[config.mk]
export PLATFORM = sky130hd
export DESIGN_NAME = pls_serializer
export DESIGN_NICKNAME = d
export VERILOG_FILES = /design/src/pls_pkg.sv /design/src/pls_lane.sv /design/src/pls_serializer.sv
export SDC_FILE = /design/constraint.sdc
export NUM_CORES = 1
export LEC_CHECK = 0
export ABC_AREA = 0
export BUFFER_PORTS_ARGS = -buffer_cell sky130_fd_sc_hd__buf_2
export CORE_MARGIN = 2
export CORE_UTILIZATION = 45
export DETAILED_ROUTE_END_ITERATION = 16
export PLACE_DENSITY_LB_ADDON = 0.12
export SLEW_MARGIN = 20
export SYNTH_ARGS = -nofsm -noshare
export SYNTH_HDL_FRONTEND = slang
export SYNTH_HIERARCHICAL = 1
export SYNTH_SLANG_ARGS = --single-unit
[constraint.sdc]
create_clock -name pclk -period 13.7 [get_ports pclk]
set_input_delay 2.74 -clock pclk [delete_from_list [all_inputs] [get_ports pclk]]
set_output_delay 2.74 -clock pclk [all_outputs]
set_load 0.05 [all_outputs]
[src/pls_pkg.sv]
package pls_pkg;

  localparam int WORD_W = 32;
  localparam int LANES = 4;
  localparam int CHUNK_W = 16;

  // payload bits per lane and frame length (two start bits, invert flag, data)
  localparam logic [4:0] CHUNK_DUAL = 5'h10;
  localparam logic [4:0] CHUNK_QUAD = 5'h08;
  localparam logic [4:0] FRAME_DUAL = 5'h13;
  localparam logic [4:0] FRAME_QUAD = 5'h0B;

  // running disparity never leaves this window
  localparam logic signed [7:0] DISP_LIMIT = 8'sh14;

  // additive scrambler, one step per word
  localparam logic [31:0] SCR_SEED = 32'hFFFF_FFFF;
  localparam logic [31:0] SCR_POLY = 32'h8020_0003;

  // register map, byte addresses
  localparam logic [11:0] ADDR_CTRL = 12'h000;
  localparam logic [11:0] ADDR_STATUS = 12'h004;
  localparam logic [11:0] ADDR_WORDS = 12'h008;

  // control fields
  localparam int CTRL_SCR_EN = 0;
  localparam int CTRL_SOFT_EN = 1;
  localparam logic [1:0] CTRL_RESET = 2'h3;

  // status fields
  localparam int STAT_ACTIVE = 0;
  localparam int STAT_QUAD = 1;
  localparam int STAT_BIST = 2;
  localparam int STAT_OVERRUN = 3;

  // pin group, synchronised as one
  typedef struct packed {
    logic clk_in;
    logic power_down_n;
    logic strobe_edge_select;
    logic self_test_enable;
    logic quad_lane_select;
  } pls_pins_t;

endpackage

[src/pls_lane.sv]
`timescale 1ns/1ns
`default_nettype none

module pls_lane (
  input wire logic pclk,
  input wire logic presetn,
  input wire logic clear,
  input wire logic load,
  input wire logic quad,
  input wire logic [15:0] chunk,
  output logic lane_bit,
  output logic busy
);

  logic [18:0] shift_reg, shift_next;
  logic [4:0] left_reg, left_next;
  logic signed [7:0] rd_reg, rd_next;
  logic [4:0] ones;
  logic signed [7:0] disp;
  logic inv;
  logic [15:0] masked;

  always_comb begin
    masked = quad ? {8'h00, chunk[7:0]} : chunk;
    ones = 5'h00;
    for (int i = 0; i < 16; i++) begin
      ones = ones + {4'h0, masked[i]};
    end
    disp = $signed({2'b00, ones, 1'b0}) -
           $signed({3'b000, (quad ? pls_pkg::CHUNK_QUAD : pls_pkg::CHUNK_DUAL)});
    // RL7 dc balance inversion
    // invert when the chunk would push disparity further the same way;
    // a balanced chunk below zero inverts too, so its flag bit pulls back up
    inv = ((rd_reg > 0) && (disp > 0)) || ((rd_reg < 0) && (disp <= 0));
    shift_next = shift_reg;
    left_next = left_reg;
    rd_next = rd_reg;
    if (clear) begin
      shift_next = 19'h00000;
      left_next = 5'h00;
      rd_next = 8'sh00;
    end else if (load) begin
      // RL8 embedded clock edge
      // every frame opens with a 1-to-0 transition
      shift_next = {(inv ? ~masked : masked), inv, 1'b0, 1'b1};
      if (quad) begin
        shift_next[18:11] = 8'h00;
      end
      left_next = quad ? pls_pkg::FRAME_QUAD : pls_pkg::FRAME_DUAL;
      rd_next = inv ? (rd_reg - disp + 8'sh01) : (rd_reg + disp - 8'sh01);
    end else if (left_reg != 5'h00) begin
      shift_next = {1'b0, shift_reg[18:1]};
      left_next = left_reg - 5'h01;
    end
  end

  always_ff @(posedge pclk or negedge presetn) begin
    if (!presetn) begin
      shift_reg <= 19'h00000;
      left_reg <= 5'h00;
      rd_reg <= 8'sh00;
    end else begin
      shift_reg <= shift_next;
      left_reg <= left_next;
      rd_reg <= rd_next;
    end
  end

  assign busy = (left_reg != 5'h00);
  assign lane_bit = busy & shift_reg[0];

  // RL7 dc balance bound
  a_disp_bound: assert property (@(posedge pclk) disable iff (!presetn) // RL7
    (rd_reg <= pls_pkg::DISP_LIMIT) && (rd_reg >= -pls_pkg::DISP_LIMIT))
    else $error("running disparity out of range");

  // RL8 frame start marker
  a_frame_marker: assert property (@(posedge pclk) disable iff (!presetn || clear) // RL8
    load |=> lane_bit ##1 !lane_bit)
    else $error("frame did not open with clock transition");

endmodule

`default_nettype wire

[src/pls_serializer.sv]
`timescale 1ns/1ns
`default_nettype none

//Behaviour
// RL1 - one 32-bit word per parallel clock, serialized onto two or four lanes
// RL2 - lane select low gives two lanes, high gives four lanes
// RL3 - driver keeps parallel clock 20-50 MHz dual, 40-85 MHz quad
// RL4 - strobe select high samples on rising edge, low on falling edge
// RL5 - power-down low disables device, serial outputs float, serializer stopped
// RL6 - self-test low sends data, high sends built-in test pattern
// RL7 - payload scrambled, each lane stream dc balanced before sending
// RL8 - timing embedded in serial frames, no separate clock line needed
// RL9 - receiver locks to data alone, no reference clock or sync pattern
// RL10 - receiver removes lane-to-lane skew before rebuilding the word
// RL11 - fixed bit-to-lane-and-slot mapping per lane count on both ends
// RL12 - driver changes lane select only in power-down, keeps clock steady
module pls_serializer (
  input wire logic pclk,
  input wire logic presetn,
  input wire logic psel,
  input wire logic penable,
  input wire logic pwrite,
  input wire logic [11:0] paddr,
  input wire logic [31:0] pwdata,
  output logic [31:0] prdata,
  output logic pready,
  output logic pslverr,
  input wire logic parallel_clock_in,
  input wire logic [31:0] parallel_word_in,
  input wire logic power_down_n,
  input wire logic strobe_edge_select,
  input wire logic self_test_enable,
  input wire logic quad_lane_select,
  output logic [3:0] serial_lane_out,
  output logic [3:0] serial_lane_oe
);

  pls_pkg::pls_pins_t pins_now, pins_s1_reg, pins_s2_reg;
  logic [31:0] word_s1_reg, word_s2_reg;
  logic clk_prev_reg, clk_prev_next;
  logic active_reg, active_next;
  logic quad_reg, quad_next;
  logic [31:0] lfsr_reg, lfsr_next;
  logic [31:0] words_reg, words_next;
  logic [1:0] ctrl_reg, ctrl_next;
  logic overrun_reg, overrun_next;
  logic [3:0] out_reg, out_next;
  logic [3:0] oe_reg, oe_next;
  logic [31:0] prdata_reg, prdata_next;
  logic pready_reg, pready_next;
  logic pslverr_reg, pslverr_next;
  logic strobe, rise, fall, any_busy, load, clear;
  logic [31:0] payload, scrambled;
  logic [15:0] chunk [4];
  logic [3:0] lane_bit, lane_busy, lane_used;
  logic apb_access, apb_wr;

  assign pins_now = '{clk_in: parallel_clock_in, power_down_n: power_down_n,
                      strobe_edge_select: strobe_edge_select,
                      self_test_enable: self_test_enable,
                      quad_lane_select: quad_lane_select};

  // two-stage synchronisers; only stage two is ever read
  always_ff @(posedge pclk or negedge presetn) begin
    if (!presetn) begin
      pins_s1_reg <= '0;
      pins_s2_reg <= '0;
      word_s1_reg <= 32'h0000_0000;
      word_s2_reg <= 32'h0000_0000;
    end else begin
      pins_s1_reg <= pins_now;
      pins_s2_reg <= pins_s1_reg;
      word_s1_reg <= parallel_word_in;
      word_s2_reg <= word_s1_reg;
    end
  end

  // clock and data share the same sync depth, so they stay aligned
  assign rise = pins_s2_reg.clk_in & ~clk_prev_reg;
  assign fall = ~pins_s2_reg.clk_in & clk_prev_reg;

  // RL4 strobe edge choice
  assign strobe = pins_s2_reg.strobe_edge_select ? rise : fall;

  assign any_busy = |lane_busy;
  assign load = active_reg & strobe & ~any_busy;
  assign clear = ~active_reg;

  // RL6 test pattern replaces payload
  assign payload = pins_s2_reg.self_test_enable ? {words_reg[15:0], ~words_reg[15:0]}
                                                : word_s2_reg;

  // RL7 additive scrambling
  assign scrambled = ctrl_reg[pls_pkg::CTRL_SCR_EN] ? (payload ^ lfsr_reg) : payload;

  // RL11 dual: 16 bits per lane, quad: 8 bits per lane, lsb first
  always_comb begin
    if (quad_reg) begin
      for (int l = 0; l < 4; l++) begin
        chunk[l] = {8'h00, scrambled[l*8 +: 8]};
      end
    end else begin
      chunk[0] = scrambled[15:0];
      chunk[1] = scrambled[31:16];
      chunk[2] = 16'h0000;
      chunk[3] = 16'h0000;
    end
  end

  // RL2 lanes in use
  assign lane_used = quad_reg ? 4'hF : 4'h3;

  genvar g;
  generate
    for (g = 0; g < 4; g++) begin : g_lane
      pls_lane u_lane (
        .pclk(pclk),
        .presetn(presetn),
        .clear(clear),
        .load(load & lane_used[g]),
        .quad(quad_reg),
        .chunk(chunk[g]),
        .lane_bit(lane_bit[g]),
        .busy(lane_busy[g])
      );
    end
  endgenerate

  assign apb_access = psel & penable & ~pready_reg;
  // write lands on the completing edge, where pready is seen high
  assign apb_wr = psel & penable & pready_reg & pwrite;

  always_comb begin
    clk_prev_next = pins_s2_reg.clk_in;
    // RL5 power-down and soft enable gate the whole datapath
    active_next = pins_s2_reg.power_down_n & ctrl_reg[pls_pkg::CTRL_SOFT_EN];
    // lane count only follows the pin while idle, never mid-stream
    quad_next = active_reg ? quad_reg : pins_s2_reg.quad_lane_select;
    lfsr_next = lfsr_reg;
    words_next = words_reg;
    overrun_next = overrun_reg;
    ctrl_next = ctrl_reg;
    if (!active_reg) begin
      lfsr_next = pls_pkg::SCR_SEED;
    end else if (load) begin
      // RL1 one word taken per strobe while no lane is busy
      lfsr_next = lfsr_reg[0] ? ((lfsr_reg >> 1) ^ pls_pkg::SCR_POLY) : (lfsr_reg >> 1);
      words_next = words_reg + 32'h0000_0001;
    end
    // RL5 outputs float in standby
    out_next = lane_bit & lane_used & {4{active_reg}};
    oe_next = lane_used & {4{active_reg}};
    prdata_next = prdata_reg;
    pready_next = apb_access;
    pslverr_next = 1'b0;
    if (apb_wr && paddr == pls_pkg::ADDR_CTRL) begin
      ctrl_next = pwdata[1:0];
    end
    // overrun is write-one-to-clear; a new overrun wins over the clear
    if (apb_wr && paddr == pls_pkg::ADDR_STATUS && pwdata[pls_pkg::STAT_OVERRUN]) begin
      overrun_next = 1'b0;
    end
    if (active_reg && strobe && any_busy) begin
      overrun_next = 1'b1;
    end
    if (apb_access) begin
      case (paddr)
        pls_pkg::ADDR_CTRL: prdata_next = {30'h0000_0000, ctrl_reg};
        pls_pkg::ADDR_STATUS: prdata_next = {28'h000_0000, overrun_reg,
                                             pins_s2_reg.self_test_enable, quad_reg,
                                             active_reg};
        pls_pkg::ADDR_WORDS: prdata_next = words_reg;
        default: begin
          prdata_next = 32'h0000_0000;
          pslverr_next = 1'b1;
        end
      endcase
    end
  end

  always_ff @(posedge pclk or negedge presetn) begin
    if (!presetn) begin
      clk_prev_reg <= 1'b0;
      active_reg <= 1'b0;
      quad_reg <= 1'b0;
      lfsr_reg <= pls_pkg::SCR_SEED;
      words_reg <= 32'h0000_0000;
      ctrl_reg <= pls_pkg::CTRL_RESET;
      overrun_reg <= 1'b0;
      out_reg <= 4'h0;
      oe_reg <= 4'h0;
      prdata_reg <= 32'h0000_0000;
      pready_reg <= 1'b0;
      pslverr_reg <= 1'b0;
    end else begin
      clk_prev_reg <= clk_prev_next;
      active_reg <= active_next;
      quad_reg <= quad_next;
      lfsr_reg <= lfsr_next;
      words_reg <= words_next;
      ctrl_reg <= ctrl_next;
      overrun_reg <= overrun_next;
      out_reg <= out_next;
      oe_reg <= oe_next;
      prdata_reg <= prdata_next;
      pready_reg <= pready_next;
      pslverr_reg <= pslverr_next;
    end
  end

  assign serial_lane_out = out_reg;
  assign serial_lane_oe = oe_reg;
  assign prdata = prdata_reg;
  assign pready = pready_reg;
  assign pslverr = pslverr_reg;

  // RL2 dual mode lanes
  a_dual_lanes: assert property (@(posedge pclk) disable iff (!presetn) // RL2
    !quad_reg |-> serial_lane_oe[3:2] == 2'b00)
    else $error("upper lanes driven in dual mode");

  // RL2 quad lanes on
  a_quad_lanes: assert property (@(posedge pclk) disable iff (!presetn) // RL2
    (quad_reg && $past(quad_reg) && active_reg && $past(active_reg)) |-> serial_lane_oe == 4'hF)
    else $error("quad mode not driving four lanes");

  // RL5 standby floats outputs
  a_standby_float: assert property (@(posedge pclk) disable iff (!presetn) // RL5
    !pins_s2_reg.power_down_n |-> ##2 (serial_lane_oe == 4'h0 && serial_lane_out == 4'h0))
    else $error("outputs driven during power-down");

  // RL1 word counted on load
  a_word_count: assert property (@(posedge pclk) disable iff (!presetn) // RL1
    load |=> words_reg == $past(words_reg) + 32'h0000_0001)
    else $error("accepted word not counted");

  // RL4 load only on chosen edge
  a_strobe_edge: assert property (@(posedge pclk) disable iff (!presetn) // RL4
    load |-> (pins_s2_reg.strobe_edge_select ?
              (pins_s2_reg.clk_in && !clk_prev_reg) : (!pins_s2_reg.clk_in && clk_prev_reg)))
    else $error("word taken on wrong clock edge");

  // RL6 self-test pattern
  a_bist_pattern: assert property (@(posedge pclk) disable iff (!presetn) // RL6
    pins_s2_reg.self_test_enable |-> payload[31:16] == ~payload[15:0])
    else $error("self-test payload wrong");

  // RL7 scrambler advances per word
  a_scramble_step: assert property (@(posedge pclk) disable iff (!presetn) // RL7
    (load && active_next) |=> lfsr_reg != $past(lfsr_reg))
    else $error("scrambler did not advance");

  // RL11 quad lane mapping
  a_lane_map: assert property (@(posedge pclk) disable iff (!presetn) // RL11
    (load && quad_reg) |-> (chunk[1][7:0] == scrambled[15:8] && chunk[3][7:0] == scrambled[31:24]))
    else $error("lane mapping broken");

  // RL8 serial frame leads with clock edge
  a_out_frame: assert property (@(posedge pclk) // RL8
    disable iff (!presetn || !active_reg)
    load |-> ##2 serial_lane_out[0] ##1 !serial_lane_out[0])
    else $error("serial frame missing clock transition");

  // RL1 refused word flagged
  a_overrun_flag: assert property (@(posedge pclk) disable iff (!presetn) // RL1
    (active_reg && strobe && any_busy) |=> (overrun_reg && words_reg == $past(words_reg)))
    else $error("dropped word not flagged");

  // RL1 count only on load
  a_count_hold: assert property (@(posedge pclk) disable iff (!presetn) // RL1
    !load |=> words_reg == $past(words_reg))
    else $error("word count moved without a load");

  // RL2 lane count frozen
  a_quad_frozen: assert property (@(posedge pclk) disable iff (!presetn) // RL2
    (active_reg && $past(active_reg)) |-> quad_reg == $past(quad_reg))
    else $error("lane count changed while active");

  // RL2 upper lanes quiet
  a_upper_quiet: assert property (@(posedge pclk) disable iff (!presetn) // RL2
    !quad_reg |=> serial_lane_out[3:2] == 2'b00)
    else $error("upper lane data in dual mode");

  // RL4 one load per edge
  a_single_load: assert property (@(posedge pclk) disable iff (!presetn) // RL4
    load |=> !load)
    else $error("one clock edge loaded twice");

  // RL5 no data while idle
  a_idle_quiet: assert property (@(posedge pclk) disable iff (!presetn) // RL5
    !active_reg |=> serial_lane_out == 4'h0)
    else $error("lane data while inactive");

  // RL6 test word unscrambled
  a_bist_plain: assert property (@(posedge pclk) disable iff (!presetn) // RL6
    (load && pins_s2_reg.self_test_enable && !ctrl_reg[pls_pkg::CTRL_SCR_EN]) |->
    scrambled[31:16] == ~scrambled[15:0])
    else $error("self-test word altered");

  // RL7 scrambler reseeded idle
  a_reseed_idle: assert property (@(posedge pclk) disable iff (!presetn) // RL7
    !active_reg |=> lfsr_reg == pls_pkg::SCR_SEED)
    else $error("scrambler not reseeded");

endmodule

`default_nettype wire

==> results.py <==
metrics = {
    "cts": {
        "post-cts-setup-buffers": 0,
        "cts_htree_levels": 2,
        "holdBufCountCts": 0,
        "cts_buffer_depth": 3,
        "insertion_delay_ps": 570,
        "cts_tree": "done",
        "clkSlewWorstSetupHoldPaths_ps": 60,
        "numClockSinks": 312,
        "cts_resized": 0,
        "cts_buffers": 38,
        "root_buffer": "clkbuf_16",
    },
    "yosys": {
        "yosysMostFrequentCell": "dfrtp_1",
        "synth_cell_types": 80,
        "async_flop_share_pct": 100,
        "synth-main-ff-cell": "dfrtp_1",
        "yosysWarnings": 6,
        "synth_cells": 1998,
        "syn_area_um2": 20300,
        "avgSynthCellArea_um2": 10.1,
        "synth_edf_count": 0,
        "synthTopCellsByArea": "dfrtp_1 (34%), ha_1 (8.0%), xnor2_1 (6.8%)",
        "ys_ff_latch": 312,
        "synth_area_leader_cell": "dfrtp_1",
        "ys_top_cells_by_count": "dfrtp_1 (278), inv_1 (225), xnor2_1 (157)",
        "synth_top_area_share_pct": 34.3,
        "ys_seq_area_share_pct": 38.7,
    },
    "global_routing": {
        "grt_pass1_wl_um": 76000,
        "track_usage_pct": 19.9,
        "use_met1_pct": 27.2,
        "met3_usage_pct": 4.00,
        "grt_pass1_vias": 14800,
        "grt_max_degree": 103,
        "grt_busiest_layer": "met2",
        "antenna_found_initial": 1,
        "grt_use_met2_pct": 32.4,
        "grt_overflow_total": 0,
    },
    "worst_setup_path": {
        "critPathArrivalTime_ps": 8590,
        "worst_ep_required_time_ps": 14110,
        "critPathCaptureType": "flip-flop",
        "critPathMaxFanout": 101,
        "path_class": "reg2reg",
        "start_kind": "flip-flop",
    },
    "timing": {
        "finalSetupTns_ps": 0,
        "tightestPinTransition_ps": 1050,
        "slew_violations": 0,
        "min_period_ps": 8180,
        "fin_skew_ps": 25.2,
        "finalHoldViolations": 0,
        "fin_ws_ps": 5520,
        "clock.fmax_ghz": 0.122,
        "timing.slew.headroom_pct": 29.8,
        "rsz0062_at_grt": "false",
        "setup_viol": 0,
        "finalCritPeriodShare_pct": 59.7,
    },
    "floorplan": {
        "design.die.area_um2": 46800,
        "start_util_pct": 45.7,
        "coreArea_um2": 44300,
        "fp.dieH_um": 216,
        "num_io_pins": 128,
        "row_count": 77,
        "die_w_um": 216,
    },
    "placed_design": {
        "place_hpwl_um": 30600,
        "gp_congestion": 0.791,
        "pre_cts_slack_ps": 5430,
        "io_buffers": 98,
    },
    "final_layout": {
        "areaGrowthSynthToFinish_pct": 12.0,
        "drive_gt1_share_pct": 14.3,
        "final_net_count": 2353,
        "insertedDiodeCount": 0,
        "largest_reg_flops": 76,
    },
    "pwr": {
        "p_total_mw": 3.91,
        "powerDensity_nw_per_um2": 172,
        "peakVddDrop_v": 0.000151,
        "leakagePower_nw": 10.8,
    },
    "drt": {
        "ant_nets": 0,
        "drc": 0,
        "drt_iter0_markers": 719,
        "via_per_inst": 5.25,
        "vias": 14200,
        "routedWlPerCell_um": 16.7,
        "dr.pass1.iters": 5,
        "wirelength_um": 45200,
    },
    "worst_hold_path": {
        "hp-class": "reg2reg",
    },
    "run_status": {
        "status": "complete, no violations",
    },
    "job": {
        "maxCapViolations": 0,
    },
}
through the flow:
stage,cells,cell area [µm²],util (%),hold slack (ps)
after global placement,2635,21300,48.1,334
after global routing,2707,22700,51.2,348
after floorplan,2029,20400,-,331
after detailed placement,2635,21300,48.1,336
after CTS,2704,22600,51.1,345
final,2707,22700,51.2,344
cell type report:
cell class	instances	area, µm²
multi-input combinational	1391	11200
tap	592	741
sequential	312	7860
clock buffer	46	1030
timing repair buffer	118	698
clock inverter	23	298
fill	4104	21600
inverter	225	846
cells by family (layout without fill, tap and decap cells):
kind of cell,count (synthesis),count (layout),synth area share (%)
compound gates,383,383,14.0
xor+xnor,190,190,8.21
fa+ha+maj,181,181,13.1
buf+inv,326,412,6.65
flops,312,312,38.7
mux,102,102,5.07
other cells,1,32,0.0185
simple gates,503,503,14.2
power breakdown:
part	switching (mW)	leakage (nW)	internal [mW]
registers	0.00756	4.06	0.934
clock network	0.425	0.646	0.640
logic	1.05	6.08	0.854
final timing paths:
kind	slack, ps	start	endpoint	depth (start not counted)
setup reg to reg	5520	quad_reg	g_lane[1].u_lane/rd_reg[7]	25
hold / removal	340	word_s1_reg[18]	word_s2_reg[18]	0
hold reg to reg	340	word_s1_reg[18]	word_s2_reg[18]	0
min in group asynchronous	2210	presetn	g_lane[2].u_lane/rd_reg[4]	1
max in group asynchronous	9140	presetn	word_s2_reg[25]	3
setup / recovery	5520	quad_reg	g_lane[1].u_lane/rd_reg[7]	25
critical path, cell delays in order (launching register included):
cell and delay [ps]:
dfrtp_4 620, buf_4 780, nor3b_1 130, a31o_2 250, a221oi_1 520, inv_1 140, fa_1 550, fa_1 530
fa_1 510, fa_1 490, inv_1 50, ha_1 200, fa_1 400, xnor2_1 180, ha_1 190, inv_1 60
fa_1 470, xnor2_1 440, xnor2_1 120, ha_1 370, o21ai_0 120, o21bai_1 160, a21oi_1 110, xnor2_1 210
mux2i_1 230, o32ai_2 100
layout by cell type (no fill, tap or decap), types with 13 or more instances in the layout:
cell type  instances
nand3_1           22
a21o_1            28
nor4_2            13
inv_1            223
fa_1              52
ha_1             129
mux2i_1           96
dfstp_2           34
nor2b_1           75
or2_2             16
clkbuf_16         38
xor2_1            33
buf_4             17
conb_1            32
a21oi_1           74
nand2b_1          33
dfrtp_1          276
a22o_1            34
xnor2_1          157
nor2_1           122
and3_1            13
nor3_1            44
o22ai_1           32
o21ai_0           19
buf_2             97
nand2_1           81
and2_1            15
a211oi_1          96
a221oi_1          14
metal layers:
metal  up-vias  share of wire (%)
met5         -              0.029
met4         2                1.8
met3        58                4.5
met2       248                 46
met1      6910                 47
li1       7007                  -
No activity file was read; power rests on OpenSTA's default activity.
